**config.mk**
```make
export PLATFORM = sky130hd
export DESIGN_NAME = cpu_bit_transfer_control_ops
export DESIGN_NICKNAME = d
export VERILOG_FILES = /design/src/cpu_ops_pkg.sv /design/src/cpu_bit_transfer_control_ops.sv
export SDC_FILE = /design/constraint.sdc
export NUM_CORES = 2
export LEC_CHECK = 0
export BUFFER_PORTS_ARGS = -buffer_cell sky130_fd_sc_hd__buf_2
export CAP_MARGIN = 20
export CELL_PAD_IN_SITES_DETAIL_PLACEMENT = 0
export CELL_PAD_IN_SITES_GLOBAL_PLACEMENT = 1
export CORE_MARGIN = 4
export CORE_UTILIZATION = 50
export CTS_CLUSTER_SIZE = 16
export DETAILED_ROUTE_END_ITERATION = 8
export PLACE_DENSITY_LB_ADDON = 0.12
export SLEW_MARGIN = 30
export SYNTH_ARGS = -nofsm -noshare
export SYNTH_HDL_FRONTEND = slang
export SYNTH_SLANG_ARGS = --single-unit
export TNS_END_PERCENT = 30
```
**constraint.sdc**
```tcl
create_clock -name aclk -period 18.4 [get_ports aclk]
set_clock_uncertainty 0.15 [all_clocks]
set_input_delay 3.68 -clock aclk [delete_from_list [all_inputs] [get_ports aclk]]
set_output_delay 3.68 -clock aclk [all_outputs]
set_load 0.01 [all_outputs]
```
**src/cpu_ops_pkg.sv**
```systemverilog
// constants, opcodes and command layout for the bit, transfer and control execution unit
// assumes an AXI4-Lite master issues one command at a time through the command register
package cpu_ops_pkg;
	// register bus
	localparam int AXI_ADDR_W = 8;
	localparam logic [7:0] CMD_OFFSET = 8'h00;
	localparam logic [7:0] STATUS_OFFSET = 8'h04;
	localparam logic [7:0] GPR_DATA_OFFSET = 8'h08;
	localparam logic [7:0] INDEX_OFFSET = 8'h0c;
	localparam logic [7:0] IO_DATA_OFFSET = 8'h10;
	localparam logic [7:0] SP_OFFSET = 8'h14;
	localparam logic [7:0] SLEEP_CFG_OFFSET = 8'h18;
	localparam logic [1:0] RESP_OKAY = 2'h0;
	localparam logic [1:0] RESP_SLVERR = 2'h2;
	// status flag positions and masks
	localparam int FLAG_C = 0;
	localparam int FLAG_Z = 1;
	localparam int FLAG_N = 2;
	localparam int FLAG_V = 3;
	localparam int FLAG_H = 5;
	localparam logic [7:0] MASK_V = 8'h08;
	localparam logic [7:0] MASK_H = 8'h20;
	localparam logic [7:0] FLAGS_RESET = 8'h00;
	// pointer pairs and program-memory write source
	localparam logic [4:0] PTR_X_LOW = 5'h1a;
	localparam logic [4:0] PTR_Z_LOW = 5'h1e;
	localparam logic [4:0] PM_SRC_LOW = 5'h00;
	localparam logic [4:0] PM_SRC_HIGH = 5'h01;
	// sleep configuration
	localparam int SLEEP_EN_BIT = 0;
	localparam logic [3:0] SLEEP_CFG_RESET = 4'h0;
	localparam logic [7:0] INDEX_RESET = 8'h00;
	// instruction durations in core cycles
	localparam int CYCLES_SINGLE = 1;
	localparam int CYCLES_IO_BIT = 2;
	localparam int CYCLES_MEM = 2;
	localparam int CYCLES_PM_READ = 3;
	localparam int CYCLES_PM_WRITE = 2;
	typedef enum logic [4:0] {
		op_nop,
		op_set_io_bit,
		op_clear_io_bit,
		op_shift_left_logical,
		op_shift_right_logical,
		op_set_half,
		op_clear_half,
		op_set_overflow,
		op_load_post_inc,
		op_load_pre_dec,
		op_load_with_offset,
		op_load_direct,
		op_store_with_offset,
		op_store_direct,
		op_program_memory_read,
		op_push,
		op_pop,
		op_sleep,
		op_watchdog_restart,
		op_break,
		op_program_memory_write
	} op_type;
	typedef struct packed {
		logic [13:0] k;
		logic [5:0] q;
		logic [1:0] ptr;
		logic [4:0] rd;
		op_type op;
	} cmd_type;
endpackage : cpu_ops_pkg

```
**src/cpu_bit_transfer_control_ops.sv**
```systemverilog
// execution unit for i/o bit, shift, flag, data transfer and core control instructions
// assumes one AXI4-Lite master on aclk; memories are internal flip-flop arrays
// What this block does
// - set-i/o-bit forces addressed bit to one, flags untouched, two cycles
// - clear-i/o-bit forces addressed bit to zero, flags untouched, two cycles
// - set and clear half-carry alone, one cycle each
// - set overflow flag alone in one cycle
// - post-increment load reads at pointer then bumps pointer, two cycles
// - pre-decrement load drops pointer first then reads, two cycles
// - offset load reads pointer plus offset, pointer kept, two cycles
// - direct load reads absolute address into register, two cycles
// - offset store writes register at pointer plus offset, two cycles
// - direct store writes register at absolute address, two cycles, no flags
// - program memory read at z into register, z incremented, three cycles
// - push writes register to stack and moves stack pointer, two cycles
// - pop reads stack top into register and moves stack pointer, two cycles
// - sleep takes one cycle and enters configured low-power mode only when sleep_cfg[SLEEP_EN_BIT] is set
// - watchdog restart clears the watchdog count in one cycle
// - break only signals the debug hook, no flag change
`timescale 1ns/1ps
module cpu_bit_transfer_control_ops
	import cpu_ops_pkg::*;
#(
	parameter int DMEM_DEPTH = 64,
	parameter int PM_DEPTH = 32,
	parameter int WDT_CYCLES = 5000
) (
	// clock and reset
	input wire logic aclk,
	input wire logic aresetn,
	// axi4-lite write
	input wire logic [AXI_ADDR_W-1:0] s_axi_awaddr,
	input wire logic s_axi_awvalid,
	output logic s_axi_awready,
	input wire logic [31:0] s_axi_wdata,
	input wire logic [3:0] s_axi_wstrb,
	input wire logic s_axi_wvalid,
	output logic s_axi_wready,
	output logic [1:0] s_axi_bresp,
	output logic s_axi_bvalid,
	input wire logic s_axi_bready,
	// axi4-lite read
	input wire logic [AXI_ADDR_W-1:0] s_axi_araddr,
	input wire logic s_axi_arvalid,
	output logic s_axi_arready,
	output logic [31:0] s_axi_rdata,
	output logic [1:0] s_axi_rresp,
	output logic s_axi_rvalid,
	input wire logic s_axi_rready,
	// core control
	output logic sleep_active,
	output logic [2:0] sleep_mode,
	output logic wdt_restart,
	output logic wdt_timeout,
	output logic break_hit,
	output logic pm_write_pulse
);
	localparam int DAW = $clog2(DMEM_DEPTH);
	localparam int PAW = $clog2(PM_DEPTH);

	logic [7:0] gpr [32];
	logic [7:0] dmem [DMEM_DEPTH];
	logic [7:0] io_regs [32];
	logic [15:0] pm [PM_DEPTH];
	logic [7:0] status_flags;
	logic [15:0] sp;
	logic [7:0] index;
	logic [3:0] sleep_cfg;
	logic [31:0] wdt_count;
	cmd_type cur;
	cmd_type cmd_in;
	logic busy;
	logic [1:0] cnt;
	logic done;
	logic start;

	// bus write side
	logic aw_full;
	logic w_full;
	logic [AXI_ADDR_W-1:0] aw_addr;
	logic [31:0] w_data;
	logic [3:0] w_strb;
	logic wr_go;
	logic wr_mapped;
	logic sw_gpr;
	logic sw_io;
	logic [31:0] rd_word;
	logic rd_ok;

	assign s_axi_awready = !aw_full;
	assign s_axi_wready = !w_full;
	assign wr_go = aw_full && w_full && !s_axi_bvalid;
	assign cmd_in = cmd_type'(w_data);
	assign start = wr_go && aw_addr == CMD_OFFSET && (&w_strb) && !busy;
	assign sw_gpr = wr_go && aw_addr == GPR_DATA_OFFSET && w_strb[0];
	assign sw_io = wr_go && aw_addr == IO_DATA_OFFSET && w_strb[0];
	assign wr_mapped = aw_addr inside {CMD_OFFSET, STATUS_OFFSET, GPR_DATA_OFFSET, INDEX_OFFSET,
		IO_DATA_OFFSET, SP_OFFSET, SLEEP_CFG_OFFSET};

	always_ff @(posedge aclk) begin
		if (!aresetn) begin
			aw_full <= 1'b0;
			w_full <= 1'b0;
			aw_addr <= '0;
			w_data <= '0;
			w_strb <= '0;
		end else begin
			if (s_axi_awvalid && s_axi_awready) begin
				aw_full <= 1'b1;
				aw_addr <= s_axi_awaddr;
			end else if (wr_go) begin
				aw_full <= 1'b0;
			end
			if (s_axi_wvalid && s_axi_wready) begin
				w_full <= 1'b1;
				w_data <= s_axi_wdata;
				w_strb <= s_axi_wstrb;
			end else if (wr_go) begin
				w_full <= 1'b0;
			end
		end
	end

	always_ff @(posedge aclk) begin
		if (!aresetn) begin
			s_axi_bvalid <= 1'b0;
			s_axi_bresp <= RESP_OKAY;
		end else if (wr_go) begin
			s_axi_bvalid <= 1'b1;
			s_axi_bresp <= wr_mapped ? RESP_OKAY : RESP_SLVERR;
		end else if (s_axi_bready) begin
			s_axi_bvalid <= 1'b0;
		end
	end

	// bus read side
	assign s_axi_arready = !s_axi_rvalid;
	always_comb begin
		rd_word = '0;
		rd_ok = 1'b1;
		case (s_axi_araddr)
			CMD_OFFSET: rd_word = cur;
			STATUS_OFFSET: rd_word = 32'({break_hit, sleep_active, busy, status_flags});
			GPR_DATA_OFFSET: rd_word = 32'(gpr[index[4:0]]);
			INDEX_OFFSET: rd_word = 32'(index);
			IO_DATA_OFFSET: rd_word = 32'(io_regs[index[4:0]]);
			SP_OFFSET: rd_word = 32'(sp);
			SLEEP_CFG_OFFSET: rd_word = 32'(sleep_cfg);
			default: rd_ok = 1'b0;
		endcase
	end

	always_ff @(posedge aclk) begin
		if (!aresetn) begin
			s_axi_rvalid <= 1'b0;
			s_axi_rdata <= '0;
			s_axi_rresp <= RESP_OKAY;
		end else if (s_axi_arvalid && s_axi_arready) begin
			s_axi_rvalid <= 1'b1;
			s_axi_rdata <= rd_word;
			s_axi_rresp <= rd_ok ? RESP_OKAY : RESP_SLVERR;
		end else if (s_axi_rready) begin
			s_axi_rvalid <= 1'b0;
		end
	end

	// software-side control registers
	always_ff @(posedge aclk) begin
		if (!aresetn) begin
			index <= INDEX_RESET;
			sleep_cfg <= SLEEP_CFG_RESET;
		end else if (wr_go && w_strb[0]) begin
			if (aw_addr == INDEX_OFFSET)
				index <= w_data[7:0];
			if (aw_addr == SLEEP_CFG_OFFSET)
				sleep_cfg <= w_data[3:0];
		end
	end
	assign sleep_mode = sleep_cfg[3:1];

	// instruction duration, as extra cycles beyond the first
	function automatic logic [1:0] extra_cycles(op_type op);
		case (op)
			op_set_io_bit, op_clear_io_bit: return 2'(CYCLES_IO_BIT - 1);
			op_load_post_inc, op_load_pre_dec, op_load_with_offset, op_load_direct,
			op_store_with_offset, op_store_direct, op_push, op_pop: return 2'(CYCLES_MEM - 1);
			op_program_memory_read: return 2'(CYCLES_PM_READ - 1);
			op_program_memory_write: return 2'(CYCLES_PM_WRITE - 1);
			default: return 2'(CYCLES_SINGLE - 1);
		endcase
	endfunction : extra_cycles

	// sequencer: busy for exactly the instruction's cycle count, effect on its last cycle
	assign done = busy && cnt == 2'h0;
	always_ff @(posedge aclk) begin
		if (!aresetn) begin
			busy <= 1'b0;
			cnt <= 2'h0;
			cur <= '0;
		end else if (start) begin
			busy <= 1'b1;
			cnt <= extra_cycles(cmd_in.op);
			cur <= cmd_in;
		end else if (done) begin
			busy <= 1'b0;
		end else if (busy) begin
			cnt <= cnt - 2'h1;
		end
	end

	// pointer pair and effective address
	logic [4:0] ptr_lo;
	logic [4:0] ptr_hi;
	logic [15:0] ptr_val;
	logic [15:0] ea;
	logic [7:0] src;
	logic [7:0] pm_byte;
	logic [4:0] io_addr;
	logic [2:0] bit_sel;
	assign ptr_lo = (cur.op inside {op_program_memory_read, op_program_memory_write}) ? PTR_Z_LOW
		: PTR_X_LOW + {2'h0, cur.ptr, 1'b0};
	assign ptr_hi = ptr_lo + 5'h01;
	assign ptr_val = {gpr[ptr_hi], gpr[ptr_lo]};
	assign src = gpr[cur.rd];
	assign pm_byte = ptr_val[0] ? pm[ptr_val[PAW:1]][15:8] : pm[ptr_val[PAW:1]][7:0];
	assign io_addr = cur.q[4:0];
	assign bit_sel = cur.k[2:0];

	always_comb begin
		case (cur.op)
			op_load_pre_dec: ea = ptr_val - 16'h0001;
			op_load_with_offset, op_store_with_offset: ea = ptr_val + 16'(cur.q);
			op_load_direct, op_store_direct: ea = 16'(cur.k);
			op_push: ea = sp;
			op_pop: ea = sp + 16'h0001;
			default: ea = ptr_val;
		endcase
	end

	// general-purpose registers
	always_ff @(posedge aclk) begin
		if (sw_gpr)
			gpr[index[4:0]] <= w_data[7:0];
		if (done) begin
			case (cur.op)
				op_shift_left_logical: gpr[cur.rd] <= {src[6:0], 1'b0};
				op_shift_right_logical: gpr[cur.rd] <= {1'b0, src[7:1]};
				op_load_post_inc: begin
					gpr[cur.rd] <= dmem[ea[DAW-1:0]];
					{gpr[ptr_hi], gpr[ptr_lo]} <= ptr_val + 16'h0001;
				end
				op_load_pre_dec: begin
					gpr[cur.rd] <= dmem[ea[DAW-1:0]];
					{gpr[ptr_hi], gpr[ptr_lo]} <= ea;
				end
				op_load_with_offset, op_load_direct, op_pop: gpr[cur.rd] <= dmem[ea[DAW-1:0]];
				op_program_memory_read: begin
					gpr[cur.rd] <= pm_byte;
					{gpr[ptr_hi], gpr[ptr_lo]} <= ptr_val + 16'h0001;
				end
				default: ;
			endcase
		end
	end

	// status flags; transfer and control ops leave them alone
	always_ff @(posedge aclk) begin
		if (!aresetn) begin
			status_flags <= FLAGS_RESET;
		end else if (done) begin
			case (cur.op)
				op_shift_left_logical: begin
					status_flags[FLAG_C] <= src[7];
					status_flags[FLAG_Z] <= src[6:0] == 7'h00;
					status_flags[FLAG_N] <= src[6];
					status_flags[FLAG_V] <= src[6] ^ src[7];
				end
				op_shift_right_logical: begin
					status_flags[FLAG_C] <= src[0];
					status_flags[FLAG_Z] <= src[7:1] == 7'h00;
					status_flags[FLAG_N] <= 1'b0;
					status_flags[FLAG_V] <= src[0];
				end
				op_set_half: status_flags[FLAG_H] <= 1'b1;
				op_clear_half: status_flags[FLAG_H] <= 1'b0;
				op_set_overflow: status_flags[FLAG_V] <= 1'b1;
				default: ;
			endcase
		end
	end

	// data memory and stack
	always_ff @(posedge aclk) begin
		if (done && cur.op inside {op_store_with_offset, op_store_direct, op_push})
			dmem[ea[DAW-1:0]] <= src;
	end

	always_ff @(posedge aclk) begin
		if (!aresetn)
			sp <= 16'(DMEM_DEPTH - 1);
		else if (done && cur.op == op_push)
			sp <= sp - 16'h0001;
		else if (done && cur.op == op_pop)
			sp <= sp + 16'h0001;
	end

	// i/o space
	always_ff @(posedge aclk) begin
		if (sw_io)
			io_regs[index[4:0]] <= w_data[7:0];
		if (done && cur.op == op_set_io_bit)
			io_regs[io_addr][bit_sel] <= 1'b1;
		if (done && cur.op == op_clear_io_bit)
			io_regs[io_addr][bit_sel] <= 1'b0;
	end

	// program memory store
	always_ff @(posedge aclk) begin
		if (done && cur.op == op_program_memory_write)
			pm[ptr_val[PAW:1]] <= {gpr[PM_SRC_HIGH], gpr[PM_SRC_LOW]};
	end

	// core control: sleep, debug hook, watchdog
	always_ff @(posedge aclk) begin
		if (!aresetn) begin
			sleep_active <= 1'b0;
			break_hit <= 1'b0;
			wdt_restart <= 1'b0;
			pm_write_pulse <= 1'b0;
		end else begin
			if (start)
				sleep_active <= 1'b0;
			else if (done && cur.op == op_sleep && sleep_cfg[SLEEP_EN_BIT])
				sleep_active <= 1'b1;
			if (start)
				break_hit <= 1'b0;
			else if (done && cur.op == op_break)
				break_hit <= 1'b1;
			wdt_restart <= done && cur.op == op_watchdog_restart;
			pm_write_pulse <= done && cur.op == op_program_memory_write;
		end
	end

	always_ff @(posedge aclk) begin
		if (!aresetn) begin
			wdt_count <= '0;
			wdt_timeout <= 1'b0;
		end else if (done && cur.op == op_watchdog_restart) begin
			wdt_count <= '0;
			wdt_timeout <= 1'b0;
		end else if (wdt_count == 32'(WDT_CYCLES - 1)) begin
			wdt_count <= '0;
			wdt_timeout <= 1'b1;
		end else begin
			wdt_count <= wdt_count + 32'h1;
			wdt_timeout <= 1'b0;
		end
	end

	logic io_bit_now;
	assign io_bit_now = io_regs[io_addr][bit_sel];
endmodule : cpu_bit_transfer_control_ops

```
# Yosys cells after proc, flatten, opt, wreduce, memory -nomap -nowiden
# Memories as Yosys holds them, arrays and structs flattened. A register that Yosys moved wholly into a read port is not among the register bits.
# Cells that the tools add are included.
[word_totals] register_bits=445 mem_bits_rw=1280 n_memories=4 mem_bits_ro=64
[memory_table] memory="dmem" words=64 word_bits=8 rd=1 rd_ports_with_merged_regs=0 wr=1 line="cpu_bit_transfer_control_ops.sv:62" text="logic [7:0] dmem [DMEM_DEPTH];"
[memory_table] memory="pm" words=32 word_bits=16 rd=1 rd_ports_with_merged_regs=0 wr=1 line="cpu_bit_transfer_control_ops.sv:64" text="logic [15:0] pm [PM_DEPTH];"
[memory_table] memory="io_regs" words=32 word_bits=8 rd=1 rd_ports_with_merged_regs=1 wr=2 line="cpu_bit_transfer_control_ops.sv:63" text="logic [7:0] io_regs [32];"
[memory_table] memory="(name not given)" words=32 word_bits=2 rd=1 rd_ports_with_merged_regs=1 wr=0 line="cpu_bit_transfer_control_ops.sv:183" text="case (op)"
[op_classes] mux=83 eq_ne=34 bitwise_logic=14 magnitude_cmp=10 add_sub_neg=9 reduce_logical=66
[ops] operator="bitwise mux 256 bit" n=11
[ops] operator="one-hot mux 256 bit (6 select lines)" n=1
[ops] operator="2-to-1 mux 256 bit" n=2
[ops] operator="one-hot mux 32 bit (7 select lines)" n=1
[ops] operator="binary-select mux 8 bit (select 5 bit)" n=4
[ops] operator="demux 8 bit (select 5 bit)" n=4
[ops] operator="2-to-1 mux 8 bit" n=15
[ops] operator="one-hot mux 16 bit (5 select lines)" n=1
[ops] operator="== test 8 x 5 -> 1 bit (second input constant)" n=6
[ops] operator="== test 5 x 4 -> 1 bit (second input constant)" n=8
[ops] operator="adder 16 x 1 -> 16 bit (second input constant)" n=2
[ops] operator="adder 32 x 1 -> 32 bit (second input constant)" n=1
[ops] operator="== test 32 x 13 -> 1 bit (second input constant)" n=1
[ops] operator="== test 8 x 4 -> 1 bit (second input constant)" n=4
[ops] operator="2-to-1 mux 16 bit" n=2
[ops] operator="subtractor 16 x 1 -> 16 bit (second input constant)" n=2
[ops] operator="logical AND 1 bit" n=29
[ops] operator="2-to-1 mux 1 bit" n=28
[ops] operator="== test 5 bit (second input constant)" n=5
[ops] operator="2-to-1 mux 5 bit" n=5
[ops] operator="greater-or-equal comparator 6 bit (second input constant)" n=4
[ops] operator="< comparator 6 x 1 -> 1 bit (second input constant)" n=4
[ops] operator="inverter 5 -> 6 bit" n=4
[ops] operator="== test 5 x 3 -> 1 bit (second input constant)" n=4
[ops] operator="30 further kinds" n=68

# Longest topological paths before layout
# An unclocked memory read counts as a cell.
[logic_depth] word_depth=16 mapped_depth=32 ltp_nobuf=21

# Worst setup path after synthesis
# No wires, ideal clock.
[synth_timing] kind="reg2reg" start="register cur[6] (netlist bit)" end="register gpr[38] (netlist bit)" path_slack_ps=11014 path_stages_with_launch=15 arrival_ps=7176 t_required_ps=18190 n_path_buf=4 setup_time_ps=60 path_cell_list="dfxtp_1 buf_2 buf_1 buf_2 clkbuf_1 mux4_2 o22ai_1 nor4_1 nand2_1 nand3_1 nor2_1 a21oi_1 nor2_1 o22ai_1 a221o_1"
[synth_between] word_cells_on_any_way=21 classes_between="order compare (2); mux (17); bitwise (1); reduce/logical (1)"
[synth_lines] item="start, declared" line="cpu_bit_transfer_control_ops.sv:70" text="cmd_type cur;"
[synth_lines] item="start signal, assigned" line="cpu_bit_transfer_control_ops.sv:203" text="cur <= cmd_in;"
[synth_lines] item="inverter 5 -> 6 bit (implied by the code)" line="cpu_bit_transfer_control_ops.sv:224" text="assign src = gpr[cur.rd];"
[synth_lines] item="binary-select mux 8 bit (select 5 bit)" line="cpu_bit_transfer_control_ops.sv:224"
[synth_lines] item="2-to-1 mux 8 bit (implied by the code) (2 in series)" line="cpu_bit_transfer_control_ops.sv:224"
[synth_lines] item="named net src[7]" line="cpu_bit_transfer_control_ops.sv:216" text="logic [7:0] src;"
[synth_lines] item="bitwise mux 256 bit" line="cpu_bit_transfer_control_ops.sv:247" text="op_shift_right_logical: gpr[cur.rd] <= {1'b0, src[7:1]};"
[synth_lines] item="one-hot mux 256 bit (6 select lines)" line="cpu_bit_transfer_control_ops.sv:245" text="case (cur.op)"
[synth_lines] item="2-to-1 mux 256 bit" line="cpu_bit_transfer_control_ops.sv:244" text="if (done) begin"
[synth_lines] item="end signal, assigned by index" line="cpu_bit_transfer_control_ops.sv:246" text="op_shift_left_logical: gpr[cur.rd] <= {src[6:0], 1'b0};"
[synth_lines] item="end signal, assigned by index" line="cpu_bit_transfer_control_ops.sv:247"
[synth_lines] item="end signal, assigned by index" line="cpu_bit_transfer_control_ops.sv:249" text="gpr[cur.rd] <= dmem[ea[DAW-1:0]];"
[synth_lines] item="end, declared" line="cpu_bit_transfer_control_ops.sv:61" text="logic [7:0] gpr [32];"
# The timed path passes the listed nets, and every way through them passes these cells. The select of a mux whose other input is x is not followed.
# A chain may end at the register's enable or synchronous reset.

# Worst setup path after layout
[layout_timing] start="register cur[11] (netlist bit)" end="register gpr[163] (netlist bit)"
[layout_between] elab_chain_len=14 word_cells_on_any_way=38 classes_between="add/sub (5); order compare (4); mux (23); bitwise (2); reduce/logical (2); memory (2)"
[layout_lines] item="adder 4 x 4 -> 5 bit *" line="cpu_bit_transfer_control_ops.sv:221" text=": PTR_X_LOW + {2'h0, cur.ptr, 1'b0};"
[layout_lines] item="2-to-1 mux 5 bit *" line="cpu_bit_transfer_control_ops.sv:220" text="assign ptr_lo = (cur.op inside {op_program_memory_read, op_program_memory_write}) ? PTR_Z_LOW"
[layout_lines] item="inverter 5 -> 6 bit (implied by the code)"
[layout_lines] item="binary-select mux 8 bit (select 5 bit)" line="cpu_bit_transfer_control_ops.sv:223" text="assign ptr_val = {gpr[ptr_hi], gpr[ptr_lo]};"
[layout_lines] item="2-to-1 mux 8 bit (implied by the code) (2 in series)" line="cpu_bit_transfer_control_ops.sv:223"
[layout_lines] item="adder 16 x 6 -> 16 bit or subtractor 16 x 1 -> 16 bit (tied branches)" line="cpu_bit_transfer_control_ops.sv:232, cpu_bit_transfer_control_ops.sv:231"
[layout_lines] item="one-hot mux 16 bit (5 select lines)" line="cpu_bit_transfer_control_ops.sv:230" text="case (cur.op)"
[layout_lines] item="memory (64 x 8 bit)"
[layout_lines] item="bitwise mux 256 bit" line="cpu_bit_transfer_control_ops.sv:249, cpu_bit_transfer_control_ops.sv:253, cpu_bit_transfer_control_ops.sv:256"
[layout_lines] item="bitwise mux 256 bit, on equally long branches (2 in series)" line="cpu_bit_transfer_control_ops.sv:254, cpu_bit_transfer_control_ops.sv:250"
[layout_lines] item="one-hot mux 256 bit (6 select lines) *" line="cpu_bit_transfer_control_ops.sv:245"
[layout_lines] item="2-to-1 mux 256 bit *" line="cpu_bit_transfer_control_ops.sv:244"
[layout_lines] item="end signal, assigned by index" line="cpu_bit_transfer_control_ops.sv:246"
[layout_lines] item="end signal, assigned by index" line="cpu_bit_transfer_control_ops.sv:247"
[layout_lines] item="end signal, assigned by index" line="cpu_bit_transfer_control_ops.sv:256" text="op_load_with_offset, op_load_direct, op_pop: gpr[cur.rd] <= dmem[ea[DAW-1:0]];"
# Mark *: on every way between the ends. The rest lies on a longest branch, timed or not. The select of a mux whose other input is x is not followed.

==> flow_metrics.py <==
metrics = {
    "global_routing": {
        "grt_max_degree": 113,
        "grt-ovfl-total": 0,
        "groute.usage.overall_pct": 41.0,
        "antenna_found_initial": 28,
        "grt_pass1_wl_um": 566000,
        "grt_pass1_vias": 74049,
    },
    "pwr": {
        "combinationalPowerShare_pct": 6.2,
        "switching_share_pct": 24.6,
        "leakagePower_nw": 34.2,
        "internal_power_w": 0.00648,
        "max-vdd-ir-drop_uv": 89.4,
        "powerDensity_nw_per_um2": 84.4,
        "seq_power_share_pct": 49.2,
        "finalPower_w": 0.00859,
        "clkPwrFrac_pct": 44.6,
        "switching_power_w": 0.00211,
    },
    "timing": {
        "max_freq_mhz": 105,
        "slew_headroom_pct": 18.5,
        "rsz0062_at_grt": "no",
        "worstMarginPinSlew_ps": 1220,
        "finalSetupTns_ps": 0,
        "hold_viol": 0,
        "finalCritPeriodShare_pct": 51.8,
        "finalSetupViolCount": 0,
        "final.min_clock_period_ps": 9540,
        "drv_slew": 0,
    },
    "outcome": {
        "failed_checks": "DRC",
        "status": "finished with violations",
    },
    "finish": {
        "area_delta_synth_final_pct": 10.6,
        "layout_common_cells": "edfxtp_1 (1280), nand2_1 (1084), o21ai_0 (798)",
        "drive_gt1_share_pct": 13.1,
        "nets": 8777,
        "fillers": 15852,
        "final_common_cell": "edfxtp_1",
    },
    "logic_synthesis": {
        "yosysSeqAreaShare_pct": 51.6,
        "async_reset_ff_share_pct": 0,
        "synth_edf_count": 1280,
        "netlist_instances": 8868,
        "yosys-top-cells-area": "edfxtp_1 (42%), dfxtp_1 (9.8%), mux2i_1 (6.7%)",
        "synth_top_area_share_pct": 41.8,
        "synth_flop_cell": "edfxtp_1",
        "yosysTopAreaCell": "edfxtp_1",
        "ys_warn_count": 0,
        "yosysUniqueCellTypes": 106,
        "synth_area_um2": 92000,
        "avgSynthCellArea_um2": 10.4,
        "ys_seq_elements": 1730,
    },
    "critical_path": {
        "start_kind": "flop",
        "worst-path-max-fanout": 55,
        "crit_top_cell": "buf_4",
        "endpoint_kind": "flop",
        "worst_ep_arrival_time_ps": 10120,
        "cp_data_required_time_ps": 18980,
        "cpPeakStageDelay_ps": 910,
        "r2r_start": "cur[11]",
        "cp-startpoint": "cur[11]",
        "path_cells": "ha_4 -> buf_4 -> mux4_2 -> or3_1 -> o221ai_4 -> buf_4 -> inv_6 -> ha_1 -> a211oi_1 -> nor2_1 -> xnor2_1 -> o211ai_1 -> nand2_1 -> buf_4 -> nand3_1 -> buf_4 -> nor3_1 -> or4_1 -> or4_1 -> nand2_2 -> o21ai_0 -> a32oi_1",
        "cp_slowest_cell": "nand2_2",
        "worstSetupPathType": "reg -> reg",
    },
    "route": {
        "drt-total-wl_um": 404000,
        "vias_per_cell": 7.09,
        "drt_iter0_drc": 12813,
        "wire_per_inst_um": 35.7,
        "vias": 80234,
        "first_pass_iters": 9,
        "drc": 22,
        "ant_nets": 0,
    },
    "clocking": {
        "postCtsResizedCells": 0,
        "clock-sinks": 1730,
        "post_cts_buffers": 0,
        "numCtsBuffers": 187,
        "htree_levels": 4,
        "path_clk_slew_ps": 60,
        "cts_tree": "done",
        "clk-insertion-delay-late_ps": 880,
        "clockBufferDepth": 3,
        "hold_buffers": 0,
        "clockRootBuffer": "clkbuf_16",
    },
    "floorplan": {
        "boundaryPins": 108,
        "core-area_um2": 183000,
        "chipWidth_um": 437,
        "dieArea_um2": 191000,
        "rows": 157,
        "die_h_um": 437,
        "initial_core_util_pct": 50.3,
    },
    "min_path": {
        "hold_class": "reg -> reg",
        "hp-start": "wdt_count[0]",
    },
    "place": {
        "post-dp-hpwl_um": 265000,
        "portBuffers": 105,
        "gp_congestion": 1.08,
    },
    "job": {
        "maxCapViolCount": 0,
    },
}
-- state kept, by name (all words and copies together) (netlist names), 8 cells and up, named ones only --
signal	cells
dmem	512
pm	512
gpr	256
io_regs	256
cmd_in	32
s_axi_rdata	32
wdt_count	32
cur	29
sp	16
aw_addr	8
index	8
-- synth_stat cells (56+ instances only) --
| cell type | count |
|---|---|
| nor3_1 | 82 |
| edfxtp_1 | 1280 |
| o21ai_0 | 799 |
| a21oi_1 | 753 |
| and3_1 | 56 |
| clkbuf_1 | 613 |
| a21boi_0 | 106 |
| a32oi_1 | 95 |
| o22ai_1 | 155 |
| a22oi_1 | 167 |
| nor2_1 | 642 |
| dfxtp_1 | 450 |
| inv_1 | 60 |
| mux4_2 | 218 |
| buf_1 | 56 |
| buf_2 | 89 |
| nand3_1 | 316 |
| o22a_1 | 134 |
| mux2i_1 | 612 |
| nand2_1 | 1091 |
-- through the flow --
step                cells  util, %  setup WS, ps  instance area [um^2]  hold slack, ps
detailed placement  10963     52.2          9320                 95500             290
CTS                 11303     55.5          9270                102000             298
global placement    10960     52.1          9390                 95300             276
global route        11311     55.6          8770                102000             325
finish              11323     55.6          8860                102000             294
floorplan            8869        -         11010                 92000             268
-- path summary, 6_finish.rpt --
kind	endpoint	depth (start not counted)	slack [ps]
hold / removal	wdt_count[0]	1	290
hold reg to reg	wdt_count[0]	1	290
setup reg to reg	gpr[163]	22	8860
setup / recovery	gpr[163]	22	8860
-- layer usage --
metal / GRT usage (%) / vias up / part of all wire, %
met4: 23.5 / 26 / 7.2
met3: 13.6 / 1471 / 13
met1: 54.3 / 39286 / 38
met5: 0.832 / - / 0.090
met2: 58.8 / 6144 / 42
li1: - / 33307 / -
-- worst max-delay path: cells and delay by family (launching register included) --
family	cells	cell delay, ps
AOI/OAI and AO/OA	5	1600
DFF	1	350
xor gates and xnor gates	1	140
muxes	1	580
buffers and inverters	5	2150
and+or+nand+nor	8	3430
adders and majority gates	2	860
-- kinds of logic after synthesis --
family | count (synthesis) | synth area share [%]
compound gates | 2734 | 18.7
simple gates | 2577 | 12.5
flops | 1730 | 51.6
buf+inv | 880 | 4.02
mux | 855 | 12.3
xor+xnor | 66 | 0.628
fa+ha+maj | 25 | 0.348
other cells | 1 | 0.00408
-- area by class of cell --
type	count	area [um^2]	area share, %
inverter	64	248	0.243
clock inverter	100	1060	1.05
tap	2464	3080	3.03
sequential	1730	47500	46.7
timing repair buffer	451	3190	3.13
antenna	15	37.5	0.0369
clock buffer	240	5050	4.97
multi-input combinational	6259	41600	40.9
-- power groups by stage --
stage	registers (W)	clock network, W	logic [W]
after detailed placement	0.00430	0	0.000506
after floorplan	0.00428	0	0.000286
after global routing	0.00422	0.00401	0.000541
final	0.00422	0.00383	0.000531
after global placement	0.00430	0	0.000500
after CTS	0.00422	0.00386	0.000507
No activity file was read; power rests on OpenSTA's default activity.
